[config.mk]
export PLATFORM = sky130hd
export DESIGN_NAME = wiegand_cmd
export DESIGN_NICKNAME = d
export VERILOG_FILES = /design/src/wsc_pkg.sv /design/src/cfg_mem.sv /design/src/pin_watch.sv /design/src/wiegand_cmd.sv
export SDC_FILE = /design/constraint.sdc
export NUM_CORES = 2
export LEC_CHECK = 0
export CELL_PAD_IN_SITES_DETAIL_PLACEMENT = 2
export CELL_PAD_IN_SITES_GLOBAL_PLACEMENT = 2
export CORE_UTILIZATION = 42
export DETAILED_ROUTE_END_ITERATION = 10
export DONT_BUFFER_PORTS = 1
export GPL_ROUTABILITY_DRIVEN = 0
export PLACE_DENSITY = 0.88
export SYNTH_ARGS = -nofsm -noshare
export SYNTH_HDL_FRONTEND = slang
export SYNTH_HIERARCHICAL = 1
export SYNTH_SLANG_ARGS = --single-unit
[constraint.sdc]
create_clock -name pclk -period 5 [get_ports pclk]
set_input_delay 0.25 -clock pclk [delete_from_list [all_inputs] [get_ports pclk]]
set_output_delay 0.25 -clock pclk [all_outputs]
set_load 0.02 [all_outputs]
[src/wsc_pkg.sv]
// shared constants, types and helpers of the serial command handler
package wsc_pkg;
	// framing characters
	localparam logic [7:0] SYNC_CHAR  = 8'h55;
	localparam logic [7:0] TERM_CHAR  = 8'h0d;
	localparam logic [7:0] RSV_TX     = 8'h00;
	localparam logic [7:0] LEVEL_LOW  = 8'h00;
	localparam logic [7:0] LEVEL_HIGH = 8'hff;
	// command codes
	localparam logic [7:0] CMD_FRAME  = 8'h01;
	localparam logic [7:0] CMD_TAMPER = 8'h02;
	localparam logic [7:0] CMD_GPIO0  = 8'h03;
	localparam logic [7:0] CMD_GPIO1  = 8'h04;
	localparam logic [7:0] CMD_CFG_WR = 8'h09;
	localparam logic [7:0] CMD_SOFT   = 8'h0a;
	localparam logic [7:0] CMD_DUMP   = 8'h0b;
	// data bytes between command code and reserved char
	localparam logic [4:0] LEN_FRAME  = 5'd15;
	localparam logic [4:0] LEN_PIN    = 5'd1;
	localparam logic [4:0] LEN_WR     = 5'd2;
	localparam logic [4:0] LEN_SOFT   = 5'd1;
	localparam logic [4:0] LEN_DUMP   = 5'd1;
	// transmitted frame lengths in bytes
	localparam logic [7:0] TX_LEN_PIN   = 8'd6;
	localparam logic [7:0] TX_LEN_FRAME = 8'd20;
	localparam logic [7:0] TX_LEN_DUMP  = 8'd133;
	localparam int         RAW_BITS     = 96;
	// working modes
	localparam logic [7:0] MODE_AUTO = 8'ha5;
	localparam logic [7:0] MODE_IN   = 8'h0f;
	localparam logic [7:0] MODE_OUT  = 8'hf0;
	// configuration memory
	localparam int         CFG_DEPTH = 128;
	localparam int         CFG_AW    = 7;
	localparam logic [6:0] ADDR_MODE = 7'h00;
	localparam logic [6:0] ADDR_TP   = 7'h01;
	localparam logic [6:0] ADDR_TB   = 7'h03;
	localparam logic [6:0] ADDR_TW   = 7'h05;
	localparam logic [15:0] DEF_TP   = 16'h000d;
	localparam logic [15:0] DEF_TB   = 16'h1ccc;
	localparam logic [15:0] DEF_TW   = 16'hc9ff;
	localparam logic [15:0] TIMER_END = 16'hffff;
	// error codes
	localparam logic [2:0] ERR_NONE    = 3'h0;
	localparam logic [2:0] ERR_SYNC    = 3'h1;
	localparam logic [2:0] ERR_UNKNOWN = 3'h2;
	localparam logic [2:0] ERR_TERM    = 3'h3;
	// register map
	localparam logic [11:0] REG_CTRL   = 12'h000;
	localparam logic [11:0] REG_STATUS = 12'h004;
	localparam logic [11:0] REG_ERR    = 12'h008;
	localparam int          CTRL_EN    = 0;
	localparam int          CTRL_AUTO_IN = 1;
	localparam logic [1:0]  CTRL_RESET = 2'h1;
	// soft reset delay
	localparam int SOFT_RESET_MS     = 2000;
	localparam int CLK_PERIOD_NS     = 40;
	localparam int SOFT_RESET_CYCLES = SOFT_RESET_MS * (1000000 / CLK_PERIOD_NS);

	typedef enum logic [2:0] {P_LEAD_MARKER_CHAR, P_SYNC2, P_CMD, P_DATA, P_RSV, P_TERM} parse_t;
	typedef enum logic [1:0] {K_PIN, K_FRAME, K_DUMP} tx_kind_t;

	function automatic logic [7:0] cfg_default(input int unsigned a);
		case (a)
			0:       cfg_default = MODE_AUTO;
			1:       cfg_default = DEF_TP[15:8];
			2:       cfg_default = DEF_TP[7:0];
			3:       cfg_default = DEF_TB[15:8];
			4:       cfg_default = DEF_TB[7:0];
			5:       cfg_default = DEF_TW[15:8];
			6:       cfg_default = DEF_TW[7:0];
			7, 8:    cfg_default = 8'h01;
			9:       cfg_default = 8'h04;
			10:      cfg_default = 8'h01;
			93:      cfg_default = 8'h10;
			default: cfg_default = 8'h00;
		endcase
	endfunction
endpackage
[src/cfg_mem.sv]
// configuration byte store with one write port, one read port and setting taps
`timescale 1ns/100ps
module cfg_mem #(
	parameter int DEPTH = wsc_pkg::CFG_DEPTH
) (
	// clock and reset
	input  wire logic                      pclk,
	input  wire logic                      presetn,
	// write port
	input  wire logic                      we,
	input  wire logic [wsc_pkg::CFG_AW-1:0] waddr,
	input  wire logic [7:0]                wdata,
	// read port
	input  wire logic [wsc_pkg::CFG_AW-1:0] raddr,
	output logic      [7:0]                rdata,
	// stored settings
	output logic      [7:0]                mode_byte,
	output logic      [15:0]               tp_word,
	output logic      [15:0]               tb_word,
	output logic      [15:0]               tw_word
);
	import wsc_pkg::*;

	if (DEPTH != CFG_DEPTH) begin : g_chk
		$error("cfg_mem depth must match the address width");
	end

	logic [7:0] mem_r [DEPTH];

	always_ff @(posedge pclk or negedge presetn) begin
		if (!presetn) begin
			for (int i = 0; i < DEPTH; i++) begin
				mem_r[i] <= cfg_default(i);
			end
		end else if (we) begin
			mem_r[waddr] <= wdata;
		end
	end

	assign rdata     = mem_r[raddr];
	assign mode_byte = mem_r[ADDR_MODE];
	assign tp_word   = {mem_r[ADDR_TP], mem_r[ADDR_TP + 7'h01]};
	assign tb_word   = {mem_r[ADDR_TB], mem_r[ADDR_TB + 7'h01]};
	assign tw_word   = {mem_r[ADDR_TW], mem_r[ADDR_TW + 7'h01]};
endmodule

[src/pin_watch.sv]
// level change detector for the reported pins
`timescale 1ns/100ps
module pin_watch #(
	parameter int W = 3
) (
	// clock and reset
	input  wire logic         pclk,
	input  wire logic         presetn,
	// watched levels
	input  wire logic [W-1:0] level,
	input  wire logic [W-1:0] enable,
	output logic      [W-1:0] change
);
	if (W < 1) begin : g_chk
		$error("pin_watch needs at least one pin");
	end

	logic [W-1:0] prev_r;
	logic [W-1:0] en_d_r;

	always_ff @(posedge pclk or negedge presetn) begin
		if (!presetn) begin
			prev_r <= '0;
			en_d_r <= '0;
		end else begin
			prev_r <= level;
			en_d_r <= enable;
		end
	end

	// a freshly enabled pin reports nothing until its level really moves
	assign change = enable & en_d_r & (level ^ prev_r);
endmodule

[src/wiegand_cmd.sv]
// serial command frame parser and generator of the wiegand converter
`timescale 1ns/100ps
module wiegand_cmd #(
	parameter int RESET_CYCLES = wsc_pkg::SOFT_RESET_CYCLES
) (
	// clock and reset
	input  wire logic        pclk,
	input  wire logic        presetn,
	// apb slave
	input  wire logic [11:0] paddr,
	input  wire logic        psel,
	input  wire logic        penable,
	input  wire logic        pwrite,
	input  wire logic [31:0] pwdata,
	output logic      [31:0] prdata,
	output logic             pready,
	output logic             pslverr,
	// serial byte stream in
	input  wire logic [7:0]  rx_data,
	input  wire logic        rx_valid,
	// serial byte stream out
	output logic      [7:0]  tx_data,
	output logic             tx_valid,
	input  wire logic        tx_ready,
	// wiegand generator
	output logic      [95:0] wg_bits,
	output logic      [7:0]  wg_count,
	output logic             wg_start,
	output logic      [15:0] wg_pulse_width,
	output logic      [15:0] wg_bit_period,
	// wiegand receiver
	input  wire logic        wg_pulse,
	input  wire logic [95:0] wg_rx_bits,
	input  wire logic [7:0]  wg_rx_count,
	// tamper and general pins
	input  wire logic        tamper_in,
	output logic             tamper_out,
	output logic             tamper_oe,
	input  wire logic [1:0]  gpio_in,
	output logic      [1:0]  gpio_out,
	output logic      [1:0]  gpio_oe,
	// system
	output logic             ack_led,
	output logic             restart_req
);
	import wsc_pkg::*;

	localparam int RCW = $clog2(RESET_CYCLES);
	if (RESET_CYCLES < 2) begin : g_chk
		$error("soft reset delay must be at least two cycles");
	end

	function automatic logic [4:0] cmd_len(input logic [7:0] c);
		case (c)
			CMD_FRAME:                        cmd_len = LEN_FRAME;
			CMD_TAMPER, CMD_GPIO0, CMD_GPIO1: cmd_len = LEN_PIN;
			CMD_CFG_WR:                       cmd_len = LEN_WR;
			CMD_SOFT:                         cmd_len = LEN_SOFT;
			CMD_DUMP:                         cmd_len = LEN_DUMP;
			default:                          cmd_len = 5'd0;
		endcase
	endfunction

	function automatic logic [7:0] level_code(input logic lvl);
		level_code = lvl ? LEVEL_HIGH : LEVEL_LOW;
	endfunction

	// registers
	parse_t      state_r;
	logic [7:0]  cmd_r;
	logic [4:0]  cnt_r;
	logic [119:0] buf_r;
	logic [2:0]  err_r;
	logic [1:0]  ctrl_r;
	logic [31:0] prdata_r;
	logic [7:0]  act_mode_r;
	logic [15:0] act_tp_r;
	logic [15:0] act_tb_r;
	logic [15:0] act_tw_r;
	logic [95:0] wg_bits_r;
	logic [7:0]  wg_count_r;
	logic        wg_start_r;
	logic        tamper_out_r;
	logic [1:0]  gpio_out_r;
	logic [15:0] tmr_r;
	logic        tmr_run_r;
	logic [95:0] tx_bits_r;
	logic [7:0]  tx_nb_r;
	logic        tx_busy_r;
	logic [7:0]  tx_idx_r;
	logic [7:0]  tx_len_r;
	logic [7:0]  tx_cmd_r;
	logic [7:0]  tx_val_r;
	logic [7:0]  tx_data_r;
	tx_kind_t    tx_kind_r;
	logic        frame_pend_r;
	logic        dump_pend_r;
	logic [2:0]  pin_pend_r;
	logic        rst_run_r;
	logic [RCW-1:0] rst_cnt_r;
	logic        restart_r;

	// apb decode
	wire         apb_setup = psel & ~penable;
	wire         apb_wr    = psel & penable & pwrite;
	wire         hit_ctrl  = (paddr == REG_CTRL);
	wire         hit_stat  = (paddr == REG_STATUS);
	wire         hit_err   = (paddr == REG_ERR);
	wire         hit_any   = hit_ctrl | hit_stat | hit_err;
	wire         ctrl_we   = apb_wr & hit_ctrl;
	wire         err_clr   = apb_wr & hit_err;

	// working mode from the settings latched at the last start-up
	wire auto_md = (act_mode_r == MODE_AUTO);
	wire mode_in  = (act_mode_r == MODE_IN) | (auto_md & ctrl_r[CTRL_AUTO_IN]);
	wire mode_out = (act_mode_r == MODE_OUT) | (auto_md & ~ctrl_r[CTRL_AUTO_IN]);

	// parser
	wire       rx_take  = rx_valid & ctrl_r[CTRL_EN] & ~rst_run_r;
	wire [4:0] rx_len   = cmd_len(rx_data);
	wire       is_sync  = (rx_data == SYNC_CHAR);
	wire       is_term  = (rx_data == TERM_CHAR);
	wire       exec     = rx_take & (state_r == P_TERM) & is_term;
	wire       err_sync = rx_take & ((state_r == P_LEAD_MARKER_CHAR) | (state_r == P_SYNC2)) & ~is_sync;
	wire       err_unk  = rx_take & (state_r == P_CMD) & (rx_len == 5'd0);
	wire       err_term = rx_take & (state_r == P_TERM) & ~is_term;
	wire [2:0] err_code = err_sync ? ERR_SYNC : (err_unk ? ERR_UNKNOWN : ERR_TERM);
	wire       err_set  = err_sync | err_unk | err_term;
	wire [7:0] pin_val  = buf_r[7:0];
	wire       val_ok   = (pin_val == LEVEL_HIGH) | (pin_val == LEVEL_LOW);
	wire       do_frame = exec & (cmd_r == CMD_FRAME) & mode_out;
	wire       do_tamp  = exec & (cmd_r == CMD_TAMPER) & mode_out & val_ok;
	wire       do_g0    = exec & (cmd_r == CMD_GPIO0) & mode_in & val_ok;
	wire       do_g1    = exec & (cmd_r == CMD_GPIO1) & mode_in & val_ok;
	wire       cfg_we   = exec & (cmd_r == CMD_CFG_WR) & ~buf_r[15];
	wire       do_soft  = exec & (cmd_r == CMD_SOFT);
	wire       do_dump  = exec & (cmd_r == CMD_DUMP);
	wire       restart  = rst_run_r & (rst_cnt_r == RCW'(RESET_CYCLES - 1));

	// frame timer of the receive direction
	wire       tmr_done = mode_in & ~wg_pulse & tmr_run_r & (tmr_r == TIMER_END);

	// pin change reporting
	wire [2:0] pin_chg;
	wire [2:0] pin_lvl = {gpio_in[1], gpio_in[0], tamper_in};
	wire [2:0] pin_en  = {mode_out, mode_out, mode_in};

	pin_watch #(
		.W (3)
	) u_watch (
		.pclk    (pclk),
		.presetn (presetn),
		.level   (pin_lvl),
		.enable  (pin_en),
		.change  (pin_chg)
	);

	// configuration memory
	wire [7:0]  cfg_rdata;
	wire [7:0]  cfg_mode;
	wire [15:0] cfg_tp;
	wire [15:0] cfg_tb;
	wire [15:0] cfg_tw;
	wire [7:0]  tx_ni   = tx_idx_r + 8'h01;

	cfg_mem #(
		.DEPTH (CFG_DEPTH)
	) u_cfg (
		.pclk      (pclk),
		.presetn   (presetn),
		.we        (cfg_we),
		.waddr     (buf_r[14:8]),
		.wdata     (buf_r[7:0]),
		.raddr     (CFG_AW'(tx_ni - 8'h03)),
		.rdata     (cfg_rdata),
		.mode_byte (cfg_mode),
		.tp_word   (cfg_tp),
		.tb_word   (cfg_tb),
		.tw_word   (cfg_tw)
	);

	// transmitter: next byte of the frame in progress
	wire [6:0] raw_base = 7'(8'd120 - {tx_ni[4:0], 3'b000});
	wire [7:0] raw_byte = tx_bits_r[raw_base +: 8];
	wire [7:0] frm_byte = (tx_ni == 8'd3) ? tx_nb_r :
	                      (tx_ni == 8'd16) ? act_tp_r[7:0] :
	                      (tx_ni == 8'd17) ? act_tb_r[7:0] : raw_byte;
	wire [7:0] body     = (tx_kind_r == K_PIN) ? tx_val_r :
	                      (tx_kind_r == K_FRAME) ? frm_byte : cfg_rdata;
	wire [7:0] next_byte = (tx_ni <= 8'd1) ? SYNC_CHAR :
	                       (tx_ni == 8'd2) ? tx_cmd_r :
	                       (tx_ni == tx_len_r - 8'd2) ? RSV_TX :
	                       (tx_ni == tx_len_r - 8'd1) ? TERM_CHAR : body;
	wire       tx_adv   = tx_busy_r & tx_ready;
	wire       tx_last  = (tx_idx_r == tx_len_r - 8'd1);
	wire       tx_start = ~tx_busy_r & (frame_pend_r | (|pin_pend_r) | dump_pend_r);
	wire       pick_frm = frame_pend_r;
	wire       pick_pin = ~frame_pend_r & (|pin_pend_r);
	wire [2:0] pin_pick = pin_pend_r[0] ? 3'b001 : (pin_pend_r[1] ? 3'b010 : 3'b100);
	wire [7:0] pin_cmd  = pin_pend_r[0] ? CMD_TAMPER : (pin_pend_r[1] ? CMD_GPIO0 : CMD_GPIO1);
	wire       pin_now  = |(pin_pick & pin_lvl);
	wire [2:0] pin_clr  = (tx_start & pick_pin) ? pin_pick : 3'b000;

	// parser state
	always_ff @(posedge pclk or negedge presetn) begin
		if (!presetn) begin
			state_r <= P_LEAD_MARKER_CHAR;
			cmd_r   <= 8'h00;
			cnt_r   <= 5'd0;
			buf_r   <= '0;
		end else if (restart) begin
			state_r <= P_LEAD_MARKER_CHAR;
		end else if (rx_take) begin
			case (state_r)
				P_LEAD_MARKER_CHAR: state_r <= is_sync ? P_SYNC2 : P_LEAD_MARKER_CHAR;
				P_SYNC2: state_r <= is_sync ? P_CMD : P_LEAD_MARKER_CHAR;
				P_CMD: begin
					cmd_r   <= rx_data;
					cnt_r   <= rx_len;
					state_r <= (rx_len == 5'd0) ? P_LEAD_MARKER_CHAR : P_DATA;
				end
				P_DATA: begin
					buf_r   <= {buf_r[111:0], rx_data};
					cnt_r   <= cnt_r - 5'd1;
					state_r <= (cnt_r == 5'd1) ? P_RSV : P_DATA;
				end
				P_RSV:   state_r <= P_TERM;
				P_TERM:  state_r <= P_LEAD_MARKER_CHAR;
				default: state_r <= P_LEAD_MARKER_CHAR;
			endcase
		end
	end

	// software registers and error flag
	always_ff @(posedge pclk or negedge presetn) begin
		if (!presetn) begin
			ctrl_r   <= CTRL_RESET;
			err_r    <= ERR_NONE;
			prdata_r <= 32'h0000_0000;
		end else begin
			if (ctrl_we) begin
				ctrl_r <= pwdata[1:0];
			end
			if (err_set) begin
				err_r <= err_code;
			end else if (err_clr) begin
				err_r <= ERR_NONE;
			end
			if (apb_setup) begin
				prdata_r <= hit_ctrl ? {30'h0, ctrl_r} :
				            hit_stat ? {16'h0, act_mode_r, 3'h0, tmr_run_r,
				                        rst_run_r, tx_busy_r, mode_out, mode_in} :
				            hit_err ? {29'h0, err_r} : 32'h0000_0000;
			end
		end
	end

	// active settings, pins and wiegand buffer
	always_ff @(posedge pclk or negedge presetn) begin
		if (!presetn) begin
			act_mode_r   <= MODE_AUTO;
			act_tp_r     <= DEF_TP;
			act_tb_r     <= DEF_TB;
			act_tw_r     <= DEF_TW;
			wg_bits_r    <= '0;
			wg_count_r   <= 8'h00;
			wg_start_r   <= 1'b0;
			tamper_out_r <= 1'b0;
			gpio_out_r   <= 2'b00;
		end else begin
			if (restart) begin
				act_mode_r <= cfg_mode;
				act_tp_r   <= cfg_tp;
				act_tb_r   <= cfg_tb;
				act_tw_r   <= cfg_tw;
			end
			wg_start_r <= do_frame;
			if (do_frame) begin
				wg_bits_r  <= buf_r[111:16];
				wg_count_r <= buf_r[119:112];
			end
			if (do_tamp) begin
				tamper_out_r <= (pin_val == LEVEL_HIGH);
			end
			if (do_g0) begin
				gpio_out_r[0] <= (pin_val == LEVEL_HIGH);
			end
			if (do_g1) begin
				gpio_out_r[1] <= (pin_val == LEVEL_HIGH);
			end
		end
	end

	// frame timer, soft reset delay and pending reports
	always_ff @(posedge pclk or negedge presetn) begin
		if (!presetn) begin
			tmr_r        <= 16'h0000;
			tmr_run_r    <= 1'b0;
			tx_bits_r    <= '0;
			tx_nb_r      <= 8'h00;
			rst_run_r    <= 1'b0;
			rst_cnt_r    <= '0;
			restart_r    <= 1'b0;
			frame_pend_r <= 1'b0;
			dump_pend_r  <= 1'b0;
			pin_pend_r   <= 3'b000;
		end else begin
			if (!mode_in) begin
				tmr_run_r <= 1'b0;
			end else if (wg_pulse) begin
				tmr_r     <= act_tw_r;
				tmr_run_r <= 1'b1;
			end else if (tmr_done) begin
				tmr_run_r <= 1'b0;
				tx_bits_r <= wg_rx_bits;
				tx_nb_r   <= wg_rx_count;
			end else if (tmr_run_r) begin
				tmr_r <= tmr_r + 16'h0001;
			end
			restart_r <= restart;
			if (restart) begin
				rst_run_r <= 1'b0;
			end else if (do_soft) begin
				rst_run_r <= 1'b1;
				rst_cnt_r <= '0;
			end else if (rst_run_r) begin
				rst_cnt_r <= rst_cnt_r + RCW'(1);
			end
			// a new event wins over the clear of its pending bit
			frame_pend_r <= tmr_done | (frame_pend_r & ~(tx_start & pick_frm));
			dump_pend_r  <= do_dump | (dump_pend_r & ~(tx_start & ~pick_frm & ~pick_pin));
			pin_pend_r   <= pin_chg | (pin_pend_r & ~pin_clr);
		end
	end

	// transmit sequencer
	always_ff @(posedge pclk or negedge presetn) begin
		if (!presetn) begin
			tx_busy_r <= 1'b0;
			tx_idx_r  <= 8'h00;
			tx_len_r  <= TX_LEN_PIN;
			tx_cmd_r  <= 8'h00;
			tx_val_r  <= 8'h00;
			tx_data_r <= 8'h00;
			tx_kind_r <= K_PIN;
		end else if (tx_start) begin
			tx_busy_r <= 1'b1;
			tx_idx_r  <= 8'h00;
			tx_data_r <= SYNC_CHAR;
			tx_kind_r <= pick_frm ? K_FRAME : (pick_pin ? K_PIN : K_DUMP);
			tx_len_r  <= pick_frm ? TX_LEN_FRAME : (pick_pin ? TX_LEN_PIN : TX_LEN_DUMP);
			tx_cmd_r  <= pick_frm ? CMD_FRAME : (pick_pin ? pin_cmd : CMD_DUMP);
			tx_val_r  <= level_code(pin_now);
		end else if (tx_adv) begin
			tx_busy_r <= ~tx_last;
			tx_idx_r  <= tx_ni;
			tx_data_r <= next_byte;
		end
	end

	// outputs
	assign prdata         = prdata_r;
	assign pready         = 1'b1;
	assign pslverr        = psel & penable & ~hit_any;
	assign tx_data        = tx_data_r;
	assign tx_valid       = tx_busy_r;
	assign wg_bits        = wg_bits_r;
	assign wg_count       = wg_count_r;
	assign wg_start       = wg_start_r;
	assign wg_pulse_width = act_tp_r;
	assign wg_bit_period  = act_tb_r;
	assign tamper_out     = tamper_out_r;
	assign tamper_oe      = mode_out;
	assign gpio_out       = gpio_out_r;
	assign gpio_oe        = {mode_in, mode_in};
	assign ack_led        = rst_run_r;
	assign restart_req    = restart_r;
endmodule

==> results of run 1 <==
==> cells by family after synthesis <==
| logic type | Yosys count | synth area share, % |
|---|---|---|
| other | 2 | 0.0108 |
| AND/OR/NAND/NOR | 684 | 4.66 |
| buffers and inverters | 415 | 3.08 |
| adder cells (fa/ha/maj) | 9 | 0.162 |
| XOR/XNOR | 23 | 0.312 |
| AO/OA/AOI/OAI | 273 | 2.52 |
| multiplexers | 1738 | 34.1 |
| flip-flops | 1525 | 55.2 |
==> cell usage after synthesis (all sizes together) (5+ instances only) <==
master and n:
or4 7, o21ai 100, xor2 8, nor3 37, a31oi 22, a22oi 12
nor4 22, a22o 16, nand2 336, mux2 1372, o31ai 7, inv 23
a21o 6, dfrtp 1466, nand2b 11, and4 5, a21oi 51, o22ai 7
clkbuf 207, buf 185, nor2b 10, nor2 130, and3 23, xnor2 15
or3 6, mux2i 6, nand3 43, ha 9, dfstp 59, mux4 360
nand4 18, or2 10, and2 10
==> stage by stage <==
step	hold WS, ns	cells	utilization [%]	setup WS, ns
2_1_floorplan	-0.0456	4687	-	0.319
3_3_place_gp	-0.0455	6601	43.8	0.546
3_5_place_dp	-0.0455	6601	43.8	0.288
4_1_cts	0.00228	7020	47.8	0.0186
==> per-layer routing <==
metal	GRT overflow	global-route usage (%)
met4	43	61.3
met2	64	75.8
met1	0	60.7
met3	0	54.1
met5	0	37.3
==> run summary, run 1 <==
Once the clock tree was built, the setup fixing pass inserted 0 buffers. The mean area per synthesized cell is 14.8 sq um, and the clock sink count is 1525. After detailed placement, the total cell area comes to 71500 sq um. Global routing used 63.0% of the available tracks across all layers.

Post-CTS repair changed the size of 0 cells. The die boundary height is 408 um. Detailed placement ended at an HPWL of 151000 um. The die boundary width was 408 um; the number of buffers inserted during clock tree synthesis was 156.

In the post-synthesis netlist, the biggest area contributors are sky130_fd_sc_hd__dfrtp_1 53%, sky130_fd_sc_hd__mux2_2 21%, sky130_fd_sc_hd__mux4_2 12%, sky130_fd_sc_hd__dfstp_2 2.2%, sky130_fd_sc_hd__nand2_1 1.8%. The run gives 42.4% as the effective utilization at floorplan. Counting along the longest clock path gives a buffer depth of 3. Number of core rows: 148. The main flop type after synthesis was sky130_fd_sc_hd__dfrtp_1. In this run the tool buffered the top-level ports with 0 buffer cells. The tool reported: "[ERROR GRT-0232] Routing congestion too high. Check the congestion heatmap in the GUI". The logs give 107 for the leftover overflow at the end of global routing and 94 for the count of cell types in the netlist. The tools report the number of I/O pins as 355. The cell count after synthesis came out at 4669.

During synthesis, Yosys emitted a total of 6 warnings. Maximum number of pins on one net before global-route repair: 300. Worst-path endpoint category: a register input. For this run, asynchronously set or reset flops after synthesis account for 100%. When the last timing repair stopped, the worst path ended at tx_data[7]$_DFFE_PN0P_/D. After clock tree synthesis, the flow added hold-fix buffers numbering 133.

The H-tree was split into 4 levels. The post-synthesis cell type with the largest combined area is sky130_fd_sc_hd__dfrtp_1. The register bit total from synthesis is 1525. The area share of the largest cell type after synthesis works out to 52.9%.

The flow halted during 5_1_grt. The cell area after technology mapping was 69300 sq um. The flow did not finish.

The count of flip-flops with a built-in enable after synthesis came out at 0. In this run the clock root is driven by a sky130_fd_sc_hd__clkbuf_16. The logs give 169 for the initial antenna violation count and 55.2% for the sequential area share after synthesis.
==> run 2, diff against run 1 <==
--- a/config.mk
+++ b/config.mk
@@ -5,13 +5,11 @@
 export SDC_FILE = /design/constraint.sdc
 export NUM_CORES = 2
 export LEC_CHECK = 0
-export CELL_PAD_IN_SITES_DETAIL_PLACEMENT = 2
-export CELL_PAD_IN_SITES_GLOBAL_PLACEMENT = 2
-export CORE_UTILIZATION = 42
+export CORE_UTILIZATION = 40
 export DETAILED_ROUTE_END_ITERATION = 10
 export DONT_BUFFER_PORTS = 1
 export GPL_ROUTABILITY_DRIVEN = 0
-export PLACE_DENSITY = 0.88
+export PLACE_DENSITY_LB_ADDON = 0.15
 export SYNTH_ARGS = -nofsm -noshare
 export SYNTH_HDL_FRONTEND = slang
 export SYNTH_HIERARCHICAL = 1
==> constraint.sdc (replaced) <==
create_clock -name pclk -period 6.5 [get_ports pclk]
set_input_delay 0.325 -clock pclk [delete_from_list [all_inputs] [get_ports pclk]]
set_output_delay 0.325 -clock pclk [all_outputs]
set_load 0.02 [all_outputs]
==> run 2 against run 1 <==
The flow now finishes without violations. Area after synthesis unchanged. Synthesized cell count unchanged.
==> run summary, run 2 <==
The detailed router finished its first iteration with 2786 violations. The switching power came out at 7.07 mW. The area share of the largest cell type after synthesis is 52.9% (unchanged), and the count of cell types in the netlist is 94 (unchanged). The combinational power share is 20.2%, and the die boundary height is 418 um (+2.5%). The via count of the first global-routing pass is 41.0k, and the share of async-settable or async-resettable flops after synthesis is 100% (unchanged). The tools report the synthesized instance count as 4669 (unchanged). In this run the power density over the cells is 308 nW/um^2. The run gives 6669 (+1.0%) as the placed instance count. Once routing completed, OpenROAD measured the worst setup slack at 1.04 ns.

TritonCTS built the clock tree. In this run the most critical hold path is launched from rx_data[4]. Depth of the worst register-to-register path: 11. Classification of the worst-slack hold path: in -> reg. The flow ran to the end, and the final reports show no timing, DRC or antenna violations.

The final HPWL from detailed placement is 109000 um (-28%). Setup repair after global routing left no endpoint under its margin. The area growth from synthesis to layout is 12.5%. The tools report the cell area after layout as 77900 sq um.

The total count of hold-check failures in the final report was 0. The worst setup path is captured at a flip-flop. The effective utilization at floorplan is 40.3% (-2.1 points). The endpoint of the worst hold path is state_r[1]$_DFFE_PN0P_. For the total wire length, the log shows 175000 um. Headroom to the max-slew limit came out at 12.8%. After the last flow step, the layout net total stands at 4843. The destination of the worst register-to-register timing path is tx_data[6]$_DFFE_PN0P_. The detailed router placed 39.3k vias in this run. The clock sink count was 1525 (unchanged). The post-place setup slack was 1.07 ns (+0.778 ns); the critical path required time was 7.17 ns.

After floorplanning, the core was sized to cover 172000 sq um. The number of core rows was 152 (+2.7%). The worst setup path is launched from a flip-flop. For the level count of the clock H-tree, the log shows 4 (unchanged). The internal reg-to-reg setup slack is 1.04 ns, and the slew at the pin closest to its max-slew limit is 1.30 ns.

The sequential area share after synthesis was 55.2% (unchanged). Timing would allow up to 183 MHz. In the final layout, the registers with the most flip-flops are u_cfg/mem_r x968, buf_r x120. By count the netlist is led by 1466 x sky130_fd_sc_hd__dfrtp_1, 1274 x sky130_fd_sc_hd__mux2_2, 360 x sky130_fd_sc_hd__mux4_2, 335 x sky130_fd_sc_hd__nand2_1, 207 x sky130_fd_sc_hd__clkbuf_1. The number of I/O pins is 355 (unchanged), and the minimum clock period after layout is 5.46 ns.

The tools report the iteration count of the initial detailed-routing pass as 7. The tools report the placement-stage cell area as 71100 sq um (-0.56%). The flip-flop count of the largest register after layout works out to 968. Clock-pin slew was measured on the worst setup and hold paths at 0.06 ns. Summed over all cells, the static leakage comes to 37.0 nW. The top cell types in the final layout, fill and taps aside, are 1457 x sky130_fd_sc_hd__dfrtp_1, 1274 x sky130_fd_sc_hd__mux2_2, 360 x sky130_fd_sc_hd__mux4_2.

The largest total area in the synthesized netlist belongs to sky130_fd_sc_hd__dfrtp_1. Adding up every negative setup slack in the final design gives 0 ns. For the maximum root-to-sink buffer count, the log shows 3 (unchanged). The number of slew-limit violations in the final report is 0, and the largest fanout on the critical path is 64.

Sequential cells burn 40.7% of the power. For this run the aggregate overflow at the end of global routing stands at 0. The register containing the most flip-flops in the final layout is u_cfg/mem_r.

The worst hold path was traced through 4 stages. The count of flip-flops with a built-in enable after synthesis is 0 (unchanged), and the routed wirelength normalized by instance count is 24.6 um. The tools report the arrival time at the worst endpoint as 6.14 ns. The tools report the number of warning messages in the yosys log as 6 (unchanged). The setup path with the least slack is of type reg -> reg.

In the routed design, unresolved DRC markers number 0. The tools report the relative contribution of the clock network to total power as 39.1%. The tools report the number of buffers inserted during clock tree synthesis as 168 (+7.7%). The die boundary width came out at 418 um (+2.5%). The number of port buffers is 0 (unchanged). The leading cell type in the layout, fill and taps excluded was sky130_fd_sc_hd__dfrtp_1. The die covers 175000 sq um. The average via count per standard cell was 5.52. For the worst ir drop on vdd, the log shows 409 uV. In the synthesized netlist the dominant register cell turns out to be sky130_fd_sc_hd__dfrtp_1. The global-route wire length before repair was 268000 um; the layout cell share with drive strength beyond 1 was 43.1%.

For the number of max-cap violations, the log shows 0. The post-route fraction of the period consumed by the critical path is 84.1%, and the source-to-sink clock delay at the later pin of the worst-skew pair is 0.81 ns. The run gives 20.2% as the all-layer global routing usage. In this run switching power makes up 29.5% of total power.

The run gives 7114 as the non-filler instance count after layout. The number of nets still failing antenna checks after routing came out at 0. The initial antenna violation count came out at 6. The cell area after technology mapping was 69300 sq um (unchanged). Yosys instantiated no cell more often than sky130_fd_sc_hd__dfrtp_1. The total of endpoints with negative setup slack in the final report was 0; the worst clock skew on the final layout was 0.0233 ns. The internal portion of the total power is 16.9 mW. Clock tree synthesis selected as its root buffer the cell sky130_fd_sc_hd__clkbuf_16.

The startpoint identified for the worst register-to-register timing path is tx_idx_r[0]$_DFFE_PN0P_. The mean area per synthesized cell is 14.8 sq um (unchanged). Sorting the synthesized cells by area gives the leading types as sky130_fd_sc_hd__dfrtp_1 53%, sky130_fd_sc_hd__mux2_2 21%, sky130_fd_sc_hd__mux4_2 12%, sky130_fd_sc_hd__dfstp_2 2.2%, sky130_fd_sc_hd__nand2_1 1.8%. The maximum number of pins on one net before global-route repair was 289. The register bit total from synthesis came out at 1525 (unchanged).
## run 2: cell counts after synthesis
Identical to the previous run, type by type.
## run 2: cell type report
| cell class | count | area [sq um] |
|---|---|---|
| clock inverters | 38 | 430 |
| multi-input cells | 2747 | 29100 |
| diodes | 1 | 2.50 |
| clock buffers | 268 | 5030 |
| repair buffers | 202 | 2160 |
| well taps | 2310 | 2890 |
| fillers | 15312 | 94000 |
| inverters | 23 | 86.3 |
| flip-flops and latches | 1525 | 38300 |
## run 2: routing by layer
layer | vias up | routed length (um) | global-route usage [%]
met2 | 791 | 83400 | 32.0
met3 | 275 | 8210 | 3.96
met1 | 21010 | 78400 | 28.0
li1 | 17179 | - | -
met4 | 0 | 5230 | 6.49
met5 | - | 0 | 0
## run 2: how the worst max path moves through the flow
stage | start | end | slack [ns] | cells past startpoint
after floorplan | tx_idx_r[0]$_DFFE_PN0P_ | tx_data[6]$_DFFE_PN0P_ | 1.82 | 16
after global placement | tx_idx_r[0]$_DFFE_PN0P_ | tx_data[6]$_DFFE_PN0P_ | 1.06 | 11
after detailed placement | tx_idx_r[0]$_DFFE_PN0P_ | tx_data[6]$_DFFE_PN0P_ | 1.07 | 11
after CTS | tx_idx_r[0]$_DFFE_PN0P_ | tx_data[6]$_DFFE_PN0P_ | 1.04 | 11
after global routing | tx_idx_r[0]$_DFFE_PN0P_ | tx_data[6]$_DFFE_PN0P_ | 0.88 | 11
final | tx_idx_r[0]$_DFFE_PN0P_ | tx_data[6]$_DFFE_PN0P_ | 1.04 | 11
## run 2: what timing repair did
| action | CTS | global route |
|---|---|---|
| hold endpoints to repair | 451 | 0 |
| gates resized for setup | 0 | 0 |
| setup buffers | 0 | 0 |
| hold buffers | 136 | 0 |
## run 2: cells by family after synthesis
| kind of cell | count (synthesis) | synth area share (%) |
|---|---|---|
| multiplexers | 1738 | 34.1 |
| flip-flops | 1525 | 55.2 |
| adder cells (fa/ha/maj) | 9 | 0.162 |
| AO/OA/AOI/OAI | 273 | 2.52 |
| other | 2 | 0.0108 |
| buffers and inverters | 415 | 3.08 |
| AND/OR/NAND/NOR | 684 | 4.66 |
| XOR/XNOR | 23 | 0.312 |
## run 2: stage by stage
step / power (mW) / util, % / hold WS [ns]
after floorplan: 13.2 / - / 0.0294
after global placement: 14.8 / 41.3 / 0.0295
after detailed placement: 14.8 / 41.3 / 0.0295
after CTS: 24.4 / 45.3 / 0.00495
after global routing: 25.0 / 45.3 / 0.0434
final: 24.0 / 45.3 / 0.0813
## run 2: critical path: stages, from the launching register on
cell                      delay (ns)
sky130_fd_sc_hd__dfrtp_4        0.67
sky130_fd_sc_hd__ha_1           0.60
sky130_fd_sc_hd__xor2_2         0.18
sky130_fd_sc_hd__xnor2_2        0.83
sky130_fd_sc_hd__buf_12         0.42
sky130_fd_sc_hd__mux4_2         0.39
sky130_fd_sc_hd__mux4_2         0.53
sky130_fd_sc_hd__mux4_2         0.60
sky130_fd_sc_hd__mux2_2         0.38
sky130_fd_sc_hd__a221o_1        0.37
sky130_fd_sc_hd__a31oi_1        0.14
sky130_fd_sc_hd__a21oi_1        0.08
## run 2: power groups by stage
stage          clock network, mW  registers [mW]  logic [mW]
3_3_place_gp                   0            9.92        4.87
4_1_cts                     9.69            9.75        4.96
2_1_floorplan                  0            9.81        3.41
5_1_grt                     10.1            9.76        5.16
6_report                    9.38            9.76        4.86
3_5_place_dp                   0            9.92        4.88
Note: power is estimated with default switching activity, not from simulation.
